File: src/rtl/ipb_regs.svh
// Register offsets, field positions, reset values and timing for the I2C proxy bridge
// Function
// - Local I2C slave works at bus rates up to 100 kbps.
// - SCL and SDA are open drain: pull low for zero, release for one.
// - Role input high makes the block a slave proxy for the remote slave.
// - Role input low makes the block a master proxy issuing local transactions.
// - Slave proxy forwards every byte for a remote target over the link.
// - Hold SCL low before the ninth clock until the remote answer arrives.
// - Stretch is about 12 us per remote byte; hosts must tolerate it.
// - Physical slave address comes from one strapped six-level address input.
// - Serializer strap levels give addresses 0x58 to 0x5C and 0x5E.
// - Deserializer strap levels give addresses 0x60 to 0x64 and 0x66.
// - Camera use: deserializer forwards commands, serializer runs them and replies.
// - Deserializer holds serializer address at 0x07 and match table 0x08-0x17.
// - Acknowledge an address byte only when the own address or a programmed address matches.
// - Display use: serializer decides local or remote and forwards remote commands.
// - Display use: serializer holds deserializer address 0x06, target address 0x07.
// - Serializer strapped address can be overridden through its own address register.
// - Deserializer logical address comes from the value programmed into the serializer.
`ifndef IPB_REGS_SVH
`define IPB_REGS_SVH

`define IPB_REG_OWN_ADDR 5'h00
`define IPB_REG_STATUS 5'h01
`define IPB_REG_DES_ADDR 5'h06
`define IPB_REG_TGT_ADDR 5'h07
`define IPB_REG_TBL_FIRST 5'h08
`define IPB_REG_TBL_LAST 5'h17
`define IPB_REG_COUNT 24
`define IPB_REG_RESET 8'h00
`define IPB_OWN_OVR_BIT 0
`define IPB_TIMEOUT_DATA 8'hff

`define IPB_SER_ADDR0 7'h58
`define IPB_SER_ADDR1 7'h59
`define IPB_SER_ADDR2 7'h5a
`define IPB_SER_ADDR3 7'h5b
`define IPB_SER_ADDR4 7'h5c
`define IPB_SER_ADDR5 7'h5e
`define IPB_DES_ADDR0 7'h60
`define IPB_DES_ADDR1 7'h61
`define IPB_DES_ADDR2 7'h62
`define IPB_DES_ADDR3 7'h63
`define IPB_DES_ADDR4 7'h64
`define IPB_DES_ADDR5 7'h66

`define IPB_CLK_HZ 100000000
`define IPB_I2C_MAX_BPS 100000
`define IPB_QUARTER_CYC ((`IPB_CLK_HZ + `IPB_I2C_MAX_BPS * 4 - 1) / (`IPB_I2C_MAX_BPS * 4))
`define IPB_STRETCH_TYP_US 12
`define IPB_RESP_TIMEOUT_US 1000
`define IPB_RESP_TIMEOUT_CYC (`IPB_RESP_TIMEOUT_US * (`IPB_CLK_HZ / 1000000))
`define IPB_LINK_FRAME_BITS 10
`define IPB_STRAP_SETTLE 3'h6

`endif

File: src/rtl/ipb_pkg.sv
// Types shared by the I2C proxy bridge
package ipb_pkg;
  typedef enum logic [1:0] {
    IPB_OP_START = 2'h0,
    IPB_OP_WR = 2'h1,
    IPB_OP_RD = 2'h2,
    IPB_OP_STOP = 2'h3
  } ipb_op_t;

  typedef struct packed {
    ipb_op_t op;
    logic [7:0] data;
  } ipb_frame_t;

  typedef enum logic [6:0] {
    IPB_S_IDLE = 7'h01,
    IPB_S_RX = 7'h02,
    IPB_S_WAIT = 7'h04,
    IPB_S_ACK = 7'h08,
    IPB_S_TX = 7'h10,
    IPB_S_RACK = 7'h20,
    IPB_S_IGN = 7'h40
  } ipb_sl_state_t;

  typedef enum logic [3:0] {
    IPB_M_IDLE = 4'h1,
    IPB_M_START = 4'h2,
    IPB_M_BITS = 4'h4,
    IPB_M_STOP = 4'h8
  } ipb_ms_state_t;

  typedef enum logic [1:0] {
    IPB_TGT_NONE = 2'h0,
    IPB_TGT_LOCAL = 2'h1,
    IPB_TGT_REMOTE = 2'h2
  } ipb_tgt_t;
endpackage

File: src/rtl/ipb_bridge.sv
// I2C proxy bridge: slave proxy, master proxy, local registers and control link
`timescale 1ns/1ps
`default_nettype none
`include "ipb_regs.svh"
module ipb_bridge #(
  parameter int unsigned RESP_TIMEOUT_CYC = `IPB_RESP_TIMEOUT_CYC,
  parameter bit IS_SER = 1'b1
) (
  input wire logic clk_i,
  input wire logic rst_n_i,
  input wire logic role_sel_i,
  input wire logic [2:0] address_strap_input_i,
  input wire logic scl_i,
  output logic scl_o,
  output logic scl_oe_o,
  input wire logic sda_i,
  output logic sda_o,
  output logic sda_oe_o,
  input wire logic link_clk_i,
  input wire logic link_rx_frame_i,
  input wire logic link_rx_data_i,
  output logic link_tx_frame_o,
  output logic link_tx_data_o,
  output ipb_pkg::ipb_tgt_t proxy_target_o,
  output logic proxy_busy_o
);
  import ipb_pkg::*;

  localparam int unsigned QCYC = `IPB_QUARTER_CYC;
  localparam int unsigned TW = $clog2(RESP_TIMEOUT_CYC + 1);
  localparam int unsigned QW = $clog2(QCYC + 1);
  localparam int unsigned NSYNC = 9;
  localparam logic [NSYNC-1:0] SYNC_RST = 9'h003;
  localparam logic [3:0] FRAME_LAST = 4'(`IPB_LINK_FRAME_BITS - 1);

  // Three-stage synchronisers, value taken when stages two and three agree
  logic [NSYNC-1:0] raw_in;
  logic [NSYNC-1:0] filt;
  assign raw_in = {address_strap_input_i, role_sel_i, link_rx_data_i, link_rx_frame_i,
                   link_clk_i, sda_i, scl_i};
  genvar gi;
  generate
    for (gi = 0; gi < NSYNC; gi++) begin : g_sync
      logic [2:0] s_ff;
      logic f_ff;
      always_ff @(posedge clk_i or negedge rst_n_i) begin
        if (!rst_n_i) begin
          s_ff <= {3{SYNC_RST[gi]}};
          f_ff <= SYNC_RST[gi];
        end else begin
          s_ff <= {s_ff[1:0], raw_in[gi]};
          if (s_ff[1] == s_ff[2]) begin
            f_ff <= s_ff[2];
          end
        end
      end
      assign filt[gi] = f_ff;
    end
  endgenerate

  logic bus_scl, bus_sda, lclk, lfrm, ldat;
  assign bus_scl = filt[0];
  assign bus_sda = filt[1];
  assign lclk = filt[2];
  assign lfrm = filt[3];
  assign ldat = filt[4];

  logic [2:0] prev_ff;
  always_ff @(posedge clk_i or negedge rst_n_i) begin
    if (!rst_n_i) begin
      prev_ff <= 3'h3;
    end else begin
      prev_ff <= {lclk, bus_sda, bus_scl};
    end
  end
  logic scl_rise, scl_fall, start_c, stop_c, lclk_rise, lclk_fall;
  assign scl_rise = bus_scl & ~prev_ff[0];
  assign scl_fall = ~bus_scl & prev_ff[0];
  assign start_c = bus_scl & prev_ff[0] & prev_ff[1] & ~bus_sda;
  assign stop_c = bus_scl & prev_ff[0] & ~prev_ff[1] & bus_sda;
  assign lclk_rise = lclk & ~prev_ff[2];
  assign lclk_fall = ~lclk & prev_ff[2];

  // Straps caught once, after the synchronisers settle
  logic [2:0] cap_cnt_ff;
  logic role_ff;
  logic [2:0] strap_ff;
  always_ff @(posedge clk_i or negedge rst_n_i) begin
    if (!rst_n_i) begin
      cap_cnt_ff <= 3'h0;
      role_ff <= 1'b0;
      strap_ff <= 3'h0;
    end else if (cap_cnt_ff != `IPB_STRAP_SETTLE) begin
      cap_cnt_ff <= cap_cnt_ff + 3'h1;
      if (cap_cnt_ff == `IPB_STRAP_SETTLE - 3'h1) begin
        role_ff <= filt[5];
        strap_ff <= filt[8:6];
      end
    end
  end

  logic [6:0] strap_addr;
  always_comb begin
    case (strap_ff)
      3'h0: strap_addr = IS_SER ? `IPB_SER_ADDR0 : `IPB_DES_ADDR0;
      3'h1: strap_addr = IS_SER ? `IPB_SER_ADDR1 : `IPB_DES_ADDR1;
      3'h2: strap_addr = IS_SER ? `IPB_SER_ADDR2 : `IPB_DES_ADDR2;
      3'h3: strap_addr = IS_SER ? `IPB_SER_ADDR3 : `IPB_DES_ADDR3;
      3'h4: strap_addr = IS_SER ? `IPB_SER_ADDR4 : `IPB_DES_ADDR4;
      default: strap_addr = IS_SER ? `IPB_SER_ADDR5 : `IPB_DES_ADDR5;
    endcase
  end

  // Register file
  logic [7:0] regs_ff [`IPB_REG_COUNT];
  logic reg_we_ff;
  logic [4:0] reg_wa_ff;
  logic [7:0] reg_wd_ff;
  always_ff @(posedge clk_i or negedge rst_n_i) begin
    if (!rst_n_i) begin
      for (int i = 0; i < `IPB_REG_COUNT; i++) begin
        regs_ff[i] <= `IPB_REG_RESET;
      end
    end else if (reg_we_ff && reg_wa_ff != `IPB_REG_STATUS
                 && reg_wa_ff <= `IPB_REG_TBL_LAST) begin
      regs_ff[reg_wa_ff] <= reg_wd_ff;
    end
  end

  logic [6:0] own_addr;
  assign own_addr = (IS_SER && regs_ff[`IPB_REG_OWN_ADDR][`IPB_OWN_OVR_BIT])
                    ? regs_ff[`IPB_REG_OWN_ADDR][7:1] : strap_addr;

  logic [7:0] sh_ff;
  logic [15:0] tbl_hit;
  logic remote_hit;
  generate
    for (gi = 0; gi < 16; gi++) begin : g_match
      assign tbl_hit[gi] = !IS_SER && regs_ff[`IPB_REG_TBL_FIRST + gi][7:1] != 7'h00
                           && regs_ff[`IPB_REG_TBL_FIRST + gi][7:1] == sh_ff[7:1];
    end
  endgenerate
  always_comb begin
    remote_hit = |tbl_hit;
    if (IS_SER && regs_ff[`IPB_REG_DES_ADDR][7:1] != 7'h00
        && regs_ff[`IPB_REG_DES_ADDR][7:1] == sh_ff[7:1]) begin
      remote_hit = 1'b1;
    end
    if (regs_ff[`IPB_REG_TGT_ADDR][7:1] != 7'h00
        && regs_ff[`IPB_REG_TGT_ADDR][7:1] == sh_ff[7:1]) begin
      remote_hit = 1'b1;
    end
  end

  logic busy_ff;
  ipb_tgt_t tgt_ff;
  logic [4:0] ptr_ff;
  logic [7:0] rd_val;
  always_comb begin
    if (ptr_ff == `IPB_REG_STATUS) begin
      rd_val = {role_ff, busy_ff, tgt_ff == IPB_TGT_REMOTE, 2'h0, strap_ff};
    end else if (ptr_ff <= `IPB_REG_TBL_LAST) begin
      rd_val = regs_ff[ptr_ff];
    end else begin
      rd_val = 8'h00;
    end
  end

  // Link receiver: sampled on rising link clock while the frame is up
  logic [3:0] rx_cnt_ff;
  logic [9:0] rx_sh_ff;
  logic rx_valid_ff;
  ipb_frame_t rx_frame;
  assign rx_frame = rx_sh_ff;
  always_ff @(posedge clk_i or negedge rst_n_i) begin
    if (!rst_n_i) begin
      rx_cnt_ff <= 4'h0;
      rx_sh_ff <= 10'h000;
      rx_valid_ff <= 1'b0;
    end else begin
      rx_valid_ff <= 1'b0;
      if (!lfrm) begin
        rx_cnt_ff <= 4'h0;
      end else if (lclk_rise) begin
        rx_sh_ff <= {rx_sh_ff[8:0], ldat};
        rx_valid_ff <= rx_cnt_ff == FRAME_LAST;
        rx_cnt_ff <= (rx_cnt_ff == FRAME_LAST) ? 4'h0 : rx_cnt_ff + 4'h1;
      end
    end
  end

  // Link transmitter: bits change on falling link clock
  logic sl_req_ff, ms_req_ff;
  ipb_frame_t sl_word_ff, ms_word_ff;
  logic tx_pend_ff;
  logic [9:0] tx_word_ff;
  logic [3:0] tx_cnt_ff;
  logic tx_frame_ff, tx_data_ff;
  always_ff @(posedge clk_i or negedge rst_n_i) begin
    if (!rst_n_i) begin
      tx_pend_ff <= 1'b0;
      tx_word_ff <= 10'h000;
      tx_cnt_ff <= 4'h0;
      tx_frame_ff <= 1'b0;
      tx_data_ff <= 1'b0;
    end else begin
      if (role_ff ? sl_req_ff : ms_req_ff) begin
        tx_pend_ff <= 1'b1;
        tx_word_ff <= role_ff ? sl_word_ff : ms_word_ff;
      end else if (lclk_fall) begin
        if (!tx_frame_ff && tx_pend_ff) begin
          tx_frame_ff <= 1'b1;
          tx_data_ff <= tx_word_ff[9];
          tx_word_ff <= {tx_word_ff[8:0], 1'b0};
          tx_cnt_ff <= FRAME_LAST;
          tx_pend_ff <= 1'b0;
        end else if (tx_frame_ff) begin
          if (tx_cnt_ff == 4'h0) begin
            tx_frame_ff <= 1'b0;
            tx_data_ff <= 1'b0;
          end else begin
            tx_data_ff <= tx_word_ff[9];
            tx_word_ff <= {tx_word_ff[8:0], 1'b0};
            tx_cnt_ff <= tx_cnt_ff - 4'h1;
          end
        end
      end
    end
  end

  // Slave proxy
  ipb_sl_state_t s_st_ff;
  logic [3:0] bcnt_ff;
  logic is_addr_ff, rw_ff, first_wr_ff, ack_ff, sess_ff, got_ff, to_tx_ff, more_ff;
  logic sl_scl_oe_ff, sl_sda_oe_ff;
  logic [TW-1:0] tmr_ff;
  logic do_fetch;
  assign do_fetch = scl_fall && ((s_st_ff == IPB_S_ACK && ack_ff && rw_ff)
                                 || (s_st_ff == IPB_S_RACK && more_ff));
  always_ff @(posedge clk_i or negedge rst_n_i) begin
    if (!rst_n_i) begin
      s_st_ff <= IPB_S_IDLE;
      bcnt_ff <= 4'h0;
      sh_ff <= 8'h00;
      is_addr_ff <= 1'b0;
      rw_ff <= 1'b0;
      first_wr_ff <= 1'b0;
      ack_ff <= 1'b0;
      sess_ff <= 1'b0;
      got_ff <= 1'b0;
      to_tx_ff <= 1'b0;
      more_ff <= 1'b0;
      tgt_ff <= IPB_TGT_NONE;
      ptr_ff <= 5'h00;
      sl_scl_oe_ff <= 1'b0;
      sl_sda_oe_ff <= 1'b0;
      sl_req_ff <= 1'b0;
      sl_word_ff <= '0;
      tmr_ff <= '0;
      reg_we_ff <= 1'b0;
      reg_wa_ff <= 5'h00;
      reg_wd_ff <= 8'h00;
    end else begin
      sl_req_ff <= 1'b0;
      reg_we_ff <= 1'b0;
      if (!role_ff) begin
        s_st_ff <= IPB_S_IDLE;
        sl_scl_oe_ff <= 1'b0;
        sl_sda_oe_ff <= 1'b0;
        sess_ff <= 1'b0;
      end else if (start_c) begin
        s_st_ff <= IPB_S_RX;
        bcnt_ff <= 4'h0;
        is_addr_ff <= 1'b1;
        sl_sda_oe_ff <= 1'b0;
      end else if (stop_c) begin
        if (sess_ff) begin
          sl_req_ff <= 1'b1;
          sl_word_ff <= {IPB_OP_STOP, 8'h00};
        end
        sess_ff <= 1'b0;
        sl_sda_oe_ff <= 1'b0;
        s_st_ff <= IPB_S_IDLE;
      end else begin
        case (s_st_ff)
          IPB_S_RX: begin
            if (scl_rise) begin
              sh_ff <= {sh_ff[6:0], bus_sda};
              bcnt_ff <= bcnt_ff + 4'h1;
            end else if (scl_fall && bcnt_ff == 4'h8) begin
              bcnt_ff <= 4'h0;
              if (is_addr_ff) begin
                is_addr_ff <= 1'b0;
                rw_ff <= sh_ff[0];
                first_wr_ff <= 1'b1;
                if (sh_ff[7:1] == own_addr) begin
                  tgt_ff <= IPB_TGT_LOCAL;
                  ack_ff <= 1'b1;
                  sl_sda_oe_ff <= 1'b1;
                  s_st_ff <= IPB_S_ACK;
                end else if (remote_hit) begin
                  tgt_ff <= IPB_TGT_REMOTE;
                  sess_ff <= 1'b1;
                  sl_scl_oe_ff <= 1'b1;
                  sl_req_ff <= 1'b1;
                  sl_word_ff <= {IPB_OP_START, sh_ff};
                  got_ff <= 1'b0;
                  to_tx_ff <= 1'b0;
                  tmr_ff <= TW'(RESP_TIMEOUT_CYC);
                  s_st_ff <= IPB_S_WAIT;
                end else begin
                  tgt_ff <= IPB_TGT_NONE;
                  s_st_ff <= IPB_S_IGN;
                end
              end else if (tgt_ff == IPB_TGT_LOCAL) begin
                first_wr_ff <= 1'b0;
                if (first_wr_ff) begin
                  ptr_ff <= sh_ff[4:0];
                end else begin
                  reg_we_ff <= 1'b1;
                  reg_wa_ff <= ptr_ff;
                  reg_wd_ff <= sh_ff;
                  ptr_ff <= ptr_ff + 5'h01;
                end
                ack_ff <= 1'b1;
                sl_sda_oe_ff <= 1'b1;
                s_st_ff <= IPB_S_ACK;
              end else begin
                sl_scl_oe_ff <= 1'b1;
                sl_req_ff <= 1'b1;
                sl_word_ff <= {IPB_OP_WR, sh_ff};
                got_ff <= 1'b0;
                to_tx_ff <= 1'b0;
                tmr_ff <= TW'(RESP_TIMEOUT_CYC);
                s_st_ff <= IPB_S_WAIT;
              end
            end
          end
          IPB_S_WAIT: begin
            if (!got_ff) begin
              if (rx_valid_ff) begin
                got_ff <= 1'b1;
                tmr_ff <= TW'(QCYC);
                if (to_tx_ff) begin
                  sh_ff <= rx_frame.data;
                  sl_sda_oe_ff <= ~rx_frame.data[7];
                end else begin
                  ack_ff <= rx_frame.op[0];
                  sl_sda_oe_ff <= rx_frame.op[0];
                end
              end else if (tmr_ff == '0) begin
                got_ff <= 1'b1;
                tmr_ff <= TW'(QCYC);
                ack_ff <= 1'b0;
                sl_sda_oe_ff <= 1'b0;
                sh_ff <= `IPB_TIMEOUT_DATA;
              end else begin
                tmr_ff <= tmr_ff - 1'b1;
              end
            end else if (tmr_ff == '0) begin
              sl_scl_oe_ff <= 1'b0;
              bcnt_ff <= 4'h0;
              s_st_ff <= to_tx_ff ? IPB_S_TX : IPB_S_ACK;
            end else begin
              tmr_ff <= tmr_ff - 1'b1;
            end
          end
          IPB_S_ACK: begin
            if (scl_fall) begin
              sl_sda_oe_ff <= 1'b0;
              if (!ack_ff) begin
                s_st_ff <= IPB_S_IGN;
              end else if (!rw_ff) begin
                s_st_ff <= IPB_S_RX;
              end
            end
          end
          IPB_S_TX: begin
            if (scl_fall) begin
              if (bcnt_ff == 4'h7) begin
                sl_sda_oe_ff <= 1'b0;
                s_st_ff <= IPB_S_RACK;
              end else begin
                sl_sda_oe_ff <= ~sh_ff[6];
                sh_ff <= {sh_ff[6:0], 1'b1};
                bcnt_ff <= bcnt_ff + 4'h1;
              end
            end
          end
          IPB_S_RACK: begin
            if (scl_rise) begin
              more_ff <= ~bus_sda;
            end else if (scl_fall && !more_ff) begin
              s_st_ff <= IPB_S_IGN;
            end
          end
          IPB_S_IDLE, IPB_S_IGN: begin
            sl_sda_oe_ff <= 1'b0;
          end
          default: s_st_ff <= IPB_S_IDLE;
        endcase
        if (do_fetch) begin
          bcnt_ff <= 4'h0;
          if (tgt_ff == IPB_TGT_LOCAL) begin
            sh_ff <= rd_val;
            sl_sda_oe_ff <= ~rd_val[7];
            ptr_ff <= ptr_ff + 5'h01;
            s_st_ff <= IPB_S_TX;
          end else begin
            sl_sda_oe_ff <= 1'b0;
            sl_scl_oe_ff <= 1'b1;
            sl_req_ff <= 1'b1;
            sl_word_ff <= {IPB_OP_RD, 8'h01};
            got_ff <= 1'b0;
            to_tx_ff <= 1'b1;
            tmr_ff <= TW'(RESP_TIMEOUT_CYC);
            s_st_ff <= IPB_S_WAIT;
          end
        end
      end
    end
  end

  // Master proxy: quarter-bit sequencer at no more than 100 kbps
  ipb_ms_state_t m_st_ff;
  logic [1:0] ph_ff;
  logic [3:0] mbit_ff;
  logic [7:0] mwsh_ff, mrsh_ff;
  logic m_wr_ff, m_ackreq_ff, m_ack_ff, ms_scl_oe_ff, ms_sda_oe_ff;
  logic [QW-1:0] mtmr_ff;
  logic m_drv;
  assign m_drv = (mbit_ff < 4'h8) ? (m_wr_ff ? mwsh_ff[7] : 1'b1)
                                  : (m_wr_ff ? 1'b1 : ~m_ackreq_ff);
  always_ff @(posedge clk_i or negedge rst_n_i) begin
    if (!rst_n_i) begin
      m_st_ff <= IPB_M_IDLE;
      ph_ff <= 2'h0;
      mbit_ff <= 4'h0;
      mwsh_ff <= 8'h00;
      mrsh_ff <= 8'h00;
      m_wr_ff <= 1'b0;
      m_ackreq_ff <= 1'b0;
      m_ack_ff <= 1'b0;
      ms_scl_oe_ff <= 1'b0;
      ms_sda_oe_ff <= 1'b0;
      ms_req_ff <= 1'b0;
      ms_word_ff <= '0;
      mtmr_ff <= '0;
    end else begin
      ms_req_ff <= 1'b0;
      if (role_ff) begin
        m_st_ff <= IPB_M_IDLE;
        ms_scl_oe_ff <= 1'b0;
        ms_sda_oe_ff <= 1'b0;
      end else if (m_st_ff == IPB_M_IDLE) begin
        if (rx_valid_ff) begin
          ph_ff <= 2'h0;
          mbit_ff <= 4'h0;
          mtmr_ff <= QW'(QCYC);
          mwsh_ff <= rx_frame.data;
          m_wr_ff <= rx_frame.op != IPB_OP_RD;
          m_ackreq_ff <= rx_frame.data[0];
          case (rx_frame.op)
            IPB_OP_START: m_st_ff <= IPB_M_START;
            IPB_OP_STOP: m_st_ff <= IPB_M_STOP;
            default: m_st_ff <= IPB_M_BITS;
          endcase
        end
      end else if (mtmr_ff != '0) begin
        mtmr_ff <= mtmr_ff - 1'b1;
      end else if (ph_ff == 2'h2 && !bus_scl) begin
        mtmr_ff <= '0;
      end else begin
        mtmr_ff <= QW'(QCYC);
        ph_ff <= ph_ff + 2'h1;
        case (m_st_ff)
          IPB_M_START: begin
            case (ph_ff)
              2'h0: ms_sda_oe_ff <= 1'b0;
              2'h1: ms_scl_oe_ff <= 1'b0;
              2'h2: ms_sda_oe_ff <= 1'b1;
              default: begin
                ms_scl_oe_ff <= 1'b1;
                m_st_ff <= IPB_M_BITS;
              end
            endcase
          end
          IPB_M_BITS: begin
            case (ph_ff)
              2'h0: ms_sda_oe_ff <= ~m_drv;
              2'h1: ms_scl_oe_ff <= 1'b0;
              2'h2: begin
                if (mbit_ff < 4'h8) begin
                  mrsh_ff <= {mrsh_ff[6:0], bus_sda};
                end else begin
                  m_ack_ff <= ~bus_sda;
                end
              end
              default: begin
                ms_scl_oe_ff <= 1'b1;
                mwsh_ff <= {mwsh_ff[6:0], 1'b1};
                mbit_ff <= mbit_ff + 4'h1;
                if (mbit_ff == 4'h8) begin
                  m_st_ff <= IPB_M_IDLE;
                  ms_req_ff <= 1'b1;
                  ms_word_ff <= m_wr_ff ? {ipb_op_t'({1'b0, m_ack_ff}), 8'h00}
                                        : {IPB_OP_WR, mrsh_ff};
                end
              end
            endcase
          end
          IPB_M_STOP: begin
            case (ph_ff)
              2'h0: ms_sda_oe_ff <= 1'b1;
              2'h1: ms_scl_oe_ff <= 1'b0;
              2'h2: ms_sda_oe_ff <= 1'b0;
              default: begin
                m_st_ff <= IPB_M_IDLE;
                ms_req_ff <= 1'b1;
                ms_word_ff <= {IPB_OP_WR, 8'h00};
              end
            endcase
          end
          default: m_st_ff <= IPB_M_IDLE;
        endcase
      end
    end
  end

  // Output stage, role picks which engine owns the pins
  logic scl_oe_ff, sda_oe_ff;
  ipb_tgt_t tgt_o_ff;
  always_ff @(posedge clk_i or negedge rst_n_i) begin
    if (!rst_n_i) begin
      scl_oe_ff <= 1'b0;
      sda_oe_ff <= 1'b0;
      busy_ff <= 1'b0;
      tgt_o_ff <= IPB_TGT_NONE;
    end else begin
      scl_oe_ff <= role_ff ? sl_scl_oe_ff : ms_scl_oe_ff;
      sda_oe_ff <= role_ff ? sl_sda_oe_ff : ms_sda_oe_ff;
      // Pending link frames count as busy, the far end clocks only then
      busy_ff <= (role_ff ? (s_st_ff != IPB_S_IDLE) : (m_st_ff != IPB_M_IDLE))
                 || sl_req_ff || ms_req_ff || tx_pend_ff || tx_frame_ff;
      tgt_o_ff <= role_ff ? tgt_ff : IPB_TGT_NONE;
    end
  end

  assign scl_o = 1'b0;
  assign sda_o = 1'b0;
  assign scl_oe_o = scl_oe_ff;
  assign sda_oe_o = sda_oe_ff;
  assign link_tx_frame_o = tx_frame_ff;
  assign link_tx_data_o = tx_data_ff;
  assign proxy_busy_o = busy_ff;
  assign proxy_target_o = tgt_o_ff;
endmodule
`default_nettype wire

File: config.mk
export PLATFORM = sky130hd
export DESIGN_NAME = ipb_bridge
export DESIGN_NICKNAME = d
export VERILOG_FILES = /design/src/rtl/ipb_pkg.sv /design/src/rtl/ipb_bridge.sv
export VERILOG_INCLUDE_DIRS = /design/src /design/src/rtl
export SDC_FILE = /design/constraint.sdc
export NUM_CORES = 1
export LEC_CHECK = 0
export BUFFER_PORTS_ARGS = -buffer_cell sky130_fd_sc_hd__buf_2
export CAP_MARGIN = 20
export CORE_UTILIZATION = 60
export CTS_CLUSTER_DIAMETER = 80
export DETAILED_ROUTE_END_ITERATION = 12
export PLACE_DENSITY_LB_ADDON = 0.05
export SKIP_CTS_REPAIR_TIMING = 1
export SLEW_MARGIN = 20
export SYNTH_ARGS = -nofsm -noshare
export SYNTH_HDL_FRONTEND = slang
export SYNTH_SLANG_ARGS = --single-unit
File: constraint.sdc
create_clock -name clk_i -period 4.25 [get_ports clk_i]
set_input_delay 0.425 -clock clk_i [delete_from_list [all_inputs] [get_ports clk_i]]
set_output_delay 0.425 -clock clk_i [all_outputs]
set_load 0.05 [all_outputs]
==> flow_summary.json <==
{
  "synth-main-ff-cell": "dfrtp_1",
  "worst_hold_path_type": "flop to flop",
  "groute.usage.overall": 0.288,
  "final-setup-viol-count": 0,
  "drive_gt1_frac": 0.250,
  "clock_latency_ps": 560,
  "startpoint_type": "flop",
  "vias": 13152,
  "ys_top_cells_by_count": "dfrtp_1, mux2_2, nand2_1",
  "grt_max_degree": 98,
  "vias_per_cell": 6.36,
  "endpoint_kind": "flop",
  "synth_edf_count": 0,
  "cts.sink_count": 402,
  "drtIter0Drc": 1045,
  "cts_buffer_depth": 3,
  "worstPathArrival_ps": 3770,
  "first_pass_iters": 6,
  "htreeDepth": 2,
  "nFillCells": 2360,
  "fmax_mhz": 301,
  "finalCriticalPeriod_ps": 3320,
  "grt-ovfl-total": 0,
  "worstSetupPathType": "flop to flop",
  "drv_cap": 0,
  "ys_warn_count": 0,
  "grt_pass1_vias": 13055,
  "synthArstFlopShare": 1.00,
  "worst_pin_slew_ps": 1090,
  "dpl.hpwl_mm": 30.5,
  "crit_fanout": 14,
  "r2r_setup_slack_ps": 930,
  "period_share": 0.782,
  "nets": 1670,
  "skew_ps": 14.5,
  "synthToLayoutAreaGrowth_pct": 9.54,
  "tritoncts": "done",
  "cts-root-buf": "clkbuf_16",
  "r2r-start": "tmr_ff[0]",
  "die_y_um": 182,
  "ioPinCount": 20,
  "cts_buffers": 42,
  "setup_tns_ps": 0,
  "hold-path-endpoint": "g_sync[4].s_ff[1]",
  "yosysTopAreaCell": "dfrtp_1",
  "antenna_cells": 0,
  "rows": 65,
  "status": "completed",
  "hold_violations": 0,
  "ys_top_cells_by_area": "dfrtp_1, mux2_2, mux4_2",
  "r2r_cells": 11,
  "place_congestion": 0.905,
  "drc": 0,
  "slew_headroom": 0.276,
  "port_buffers": 17,
  "p_leak_nw": 9.49,
  "seqCellArea_mm2": 0.0101,
  "worstHoldStart": "g_sync[4].s_ff[0]",
  "hold_ws_ps": 347,
  "ys_ff_latch": 402,
  "synth.most_common_cell": "dfrtp_1",
  "synth.distinct_cells": 81,
  "wl_per_cell_um": 22.1,
  "dieArea_mm2": 0.0330,
  "grt_pass1_wl_mm": 74.3,
  "drv_slew": 0,
  "synth_seq_area_share": 0.520,
  "cp.required_ps": 4690,
  "ir_worst_vdd_mv": 0.391,
  "holdPathStages": 0,
  "power.density_mw_per_mm2": 421,
  "routed_wl_mm": 45.8,
  "antenna_found_initial": 0,
  "synth.top_cell.area_share": 0.504,
  "synth_area_mm2": 0.0194,
  "multi_input_area_mm2": 0.00873,
  "syn_avg_cell_area_um2": 11.8,
  "die_w_um": 182,
  "r2r-end": "sl_sda_oe_ff",
  "path_clk_slew_ps": 60,
  "postRouteAntennaNets": 0,
  "syn_inst": 1639,
  "rsz0062_at_grt": "no",
  "power_mw": 8.94,
  "initial_utilization": 0.612,
  "core_region_area_mm2": 0.0316
}
## state kept, by name (all words and copies together), names as in the netlist, 4 cells and up
signal	flops
tx_word_ff	10
mtmr_ff	8
tmr_ff	17
rx_cnt_ff	4
reg_wd_ff	8
g_sync.s_ff	27
reg_wa_ff	5
bcnt_ff	4
mrsh_ff	8
m_st_ff	4
ms_word_ff	9
sl_word_ff	10
regs_ff	192
s_st_ff	7
g_sync.f_ff	7
rx_frame	10
ptr_ff	5
sh_ff	8
mbit_ff	4
mwsh_ff	8
tx_cnt_ff	4
## worst max-delay path by stage
stage                          from            to  slack (ps)  cells after the start
after floorplan           ptr_ff[1]      sh_ff[2]        1330                     11
after global placement    tmr_ff[0]  sl_sda_oe_ff        1120                     11
after detailed placement  tmr_ff[0]  sl_sda_oe_ff         990                     11
after CTS                 tmr_ff[0]  sl_sda_oe_ff         970                     11
after global routing      tmr_ff[0]  sl_sda_oe_ff         770                     11
final                     tmr_ff[0]  sl_sda_oe_ff         930                     11
## metrics by stage
step                      cell area, um^2   util  setup WS (ps)  cells
after global routing                21200  0.671            766   2069
final                               21200  0.671            925   2069
after global placement              19800  0.625           1120   1984
after floorplan                     19400      -           1330   1640
after detailed placement            19800  0.625            989   1984
after CTS                           21100  0.667            974   2059
## logic make-up after synthesis
group / share of synthesized area
xor+xnor: 0.0104
flops: 0.520
other cells: 0.000194
buf+inv: 0.0295
fa+ha+maj: 0.0195
simple gates: 0.108
compound gates: 0.103
mux: 0.210
## cell usage in the layout (no fill, tap or decap), types with 6 or more instances in the layout
cell type      netlist  routed
inv_1               39      39
and3_1               9       9
a22o_1              10      10
nor2b_1             26      26
nor4_1              13      13
nor3_1              41      41
o22ai_1             12      12
a211oi_1            13      13
nand2b_1            14      14
xor2_1              11      11
maj3_1               9       9
o21ai_0             82      82
buf_4                5      21
nor2_1              95      95
o32ai_1              6       6
xnor2_1             12      12
or3_1                9       9
a22oi_1             10      10
and2_1               7       7
nand2_1            135     135
nand3_1             29      29
dfstp_2             12      12
mux2_2             224     224
a21o_1               7       7
a31oi_1             11      11
nand4_1              8       8
ha_1                23      23
dlygate4sd3_1        0      10
clkbuf_8             0       6
mux4_2              55      55
buf_2               13      16
clkbuf_16            0      43
clkbuf_1            69      17
nor3b_1              8       8
a21oi_1             88      88
o31ai_1             10      10
dfrtp_1            390     388
mux2i_1             27      27
## worst max-delay path: stages (launching register included)
cell and delay, ps:
dfrtp_1 380, inv_1 110, ha_1 210, or3b_4 430, nor4b_4 320, and3_1 540, o21ai_0 240, buf_4 250
a22oi_1 240, o211ai_1 120, a211oi_1 270, nor3_1 90
## power by group
part / switching (mW) / total [mW] / internal [mW]
logic: 0.641 / 1.03 / 0.386
clock network: 1.50 / 3.60 / 2.10
registers: 0.255 / 4.31 / 4.05
## final cells by class
class | instances | share of cell area
Clock inverter | 9 | 0.00549
Sequential cell | 402 | 0.475
Tap cell | 402 | 0.0237
Clock buffer | 66 | 0.0576
Timing Repair Buffer | 51 | 0.0195
Inverter | 40 | 0.00708
Multi-Input combinational cell | 1099 | 0.412
## layer usage
| metal | share of wire | GRT usage | up-vias |
|---|---|---|---|
| met5 | 0 | 0 | - |
| li1 | - | - | 5978 |
| met3 | 0.047 | 0.0399 | 105 |
| met4 | 0.034 | 0.105 | 0 |
| met1 | 0.44 | 0.399 | 6694 |
| met2 | 0.48 | 0.469 | 375 |
No activity file was read; power rests on OpenSTA's default activity.
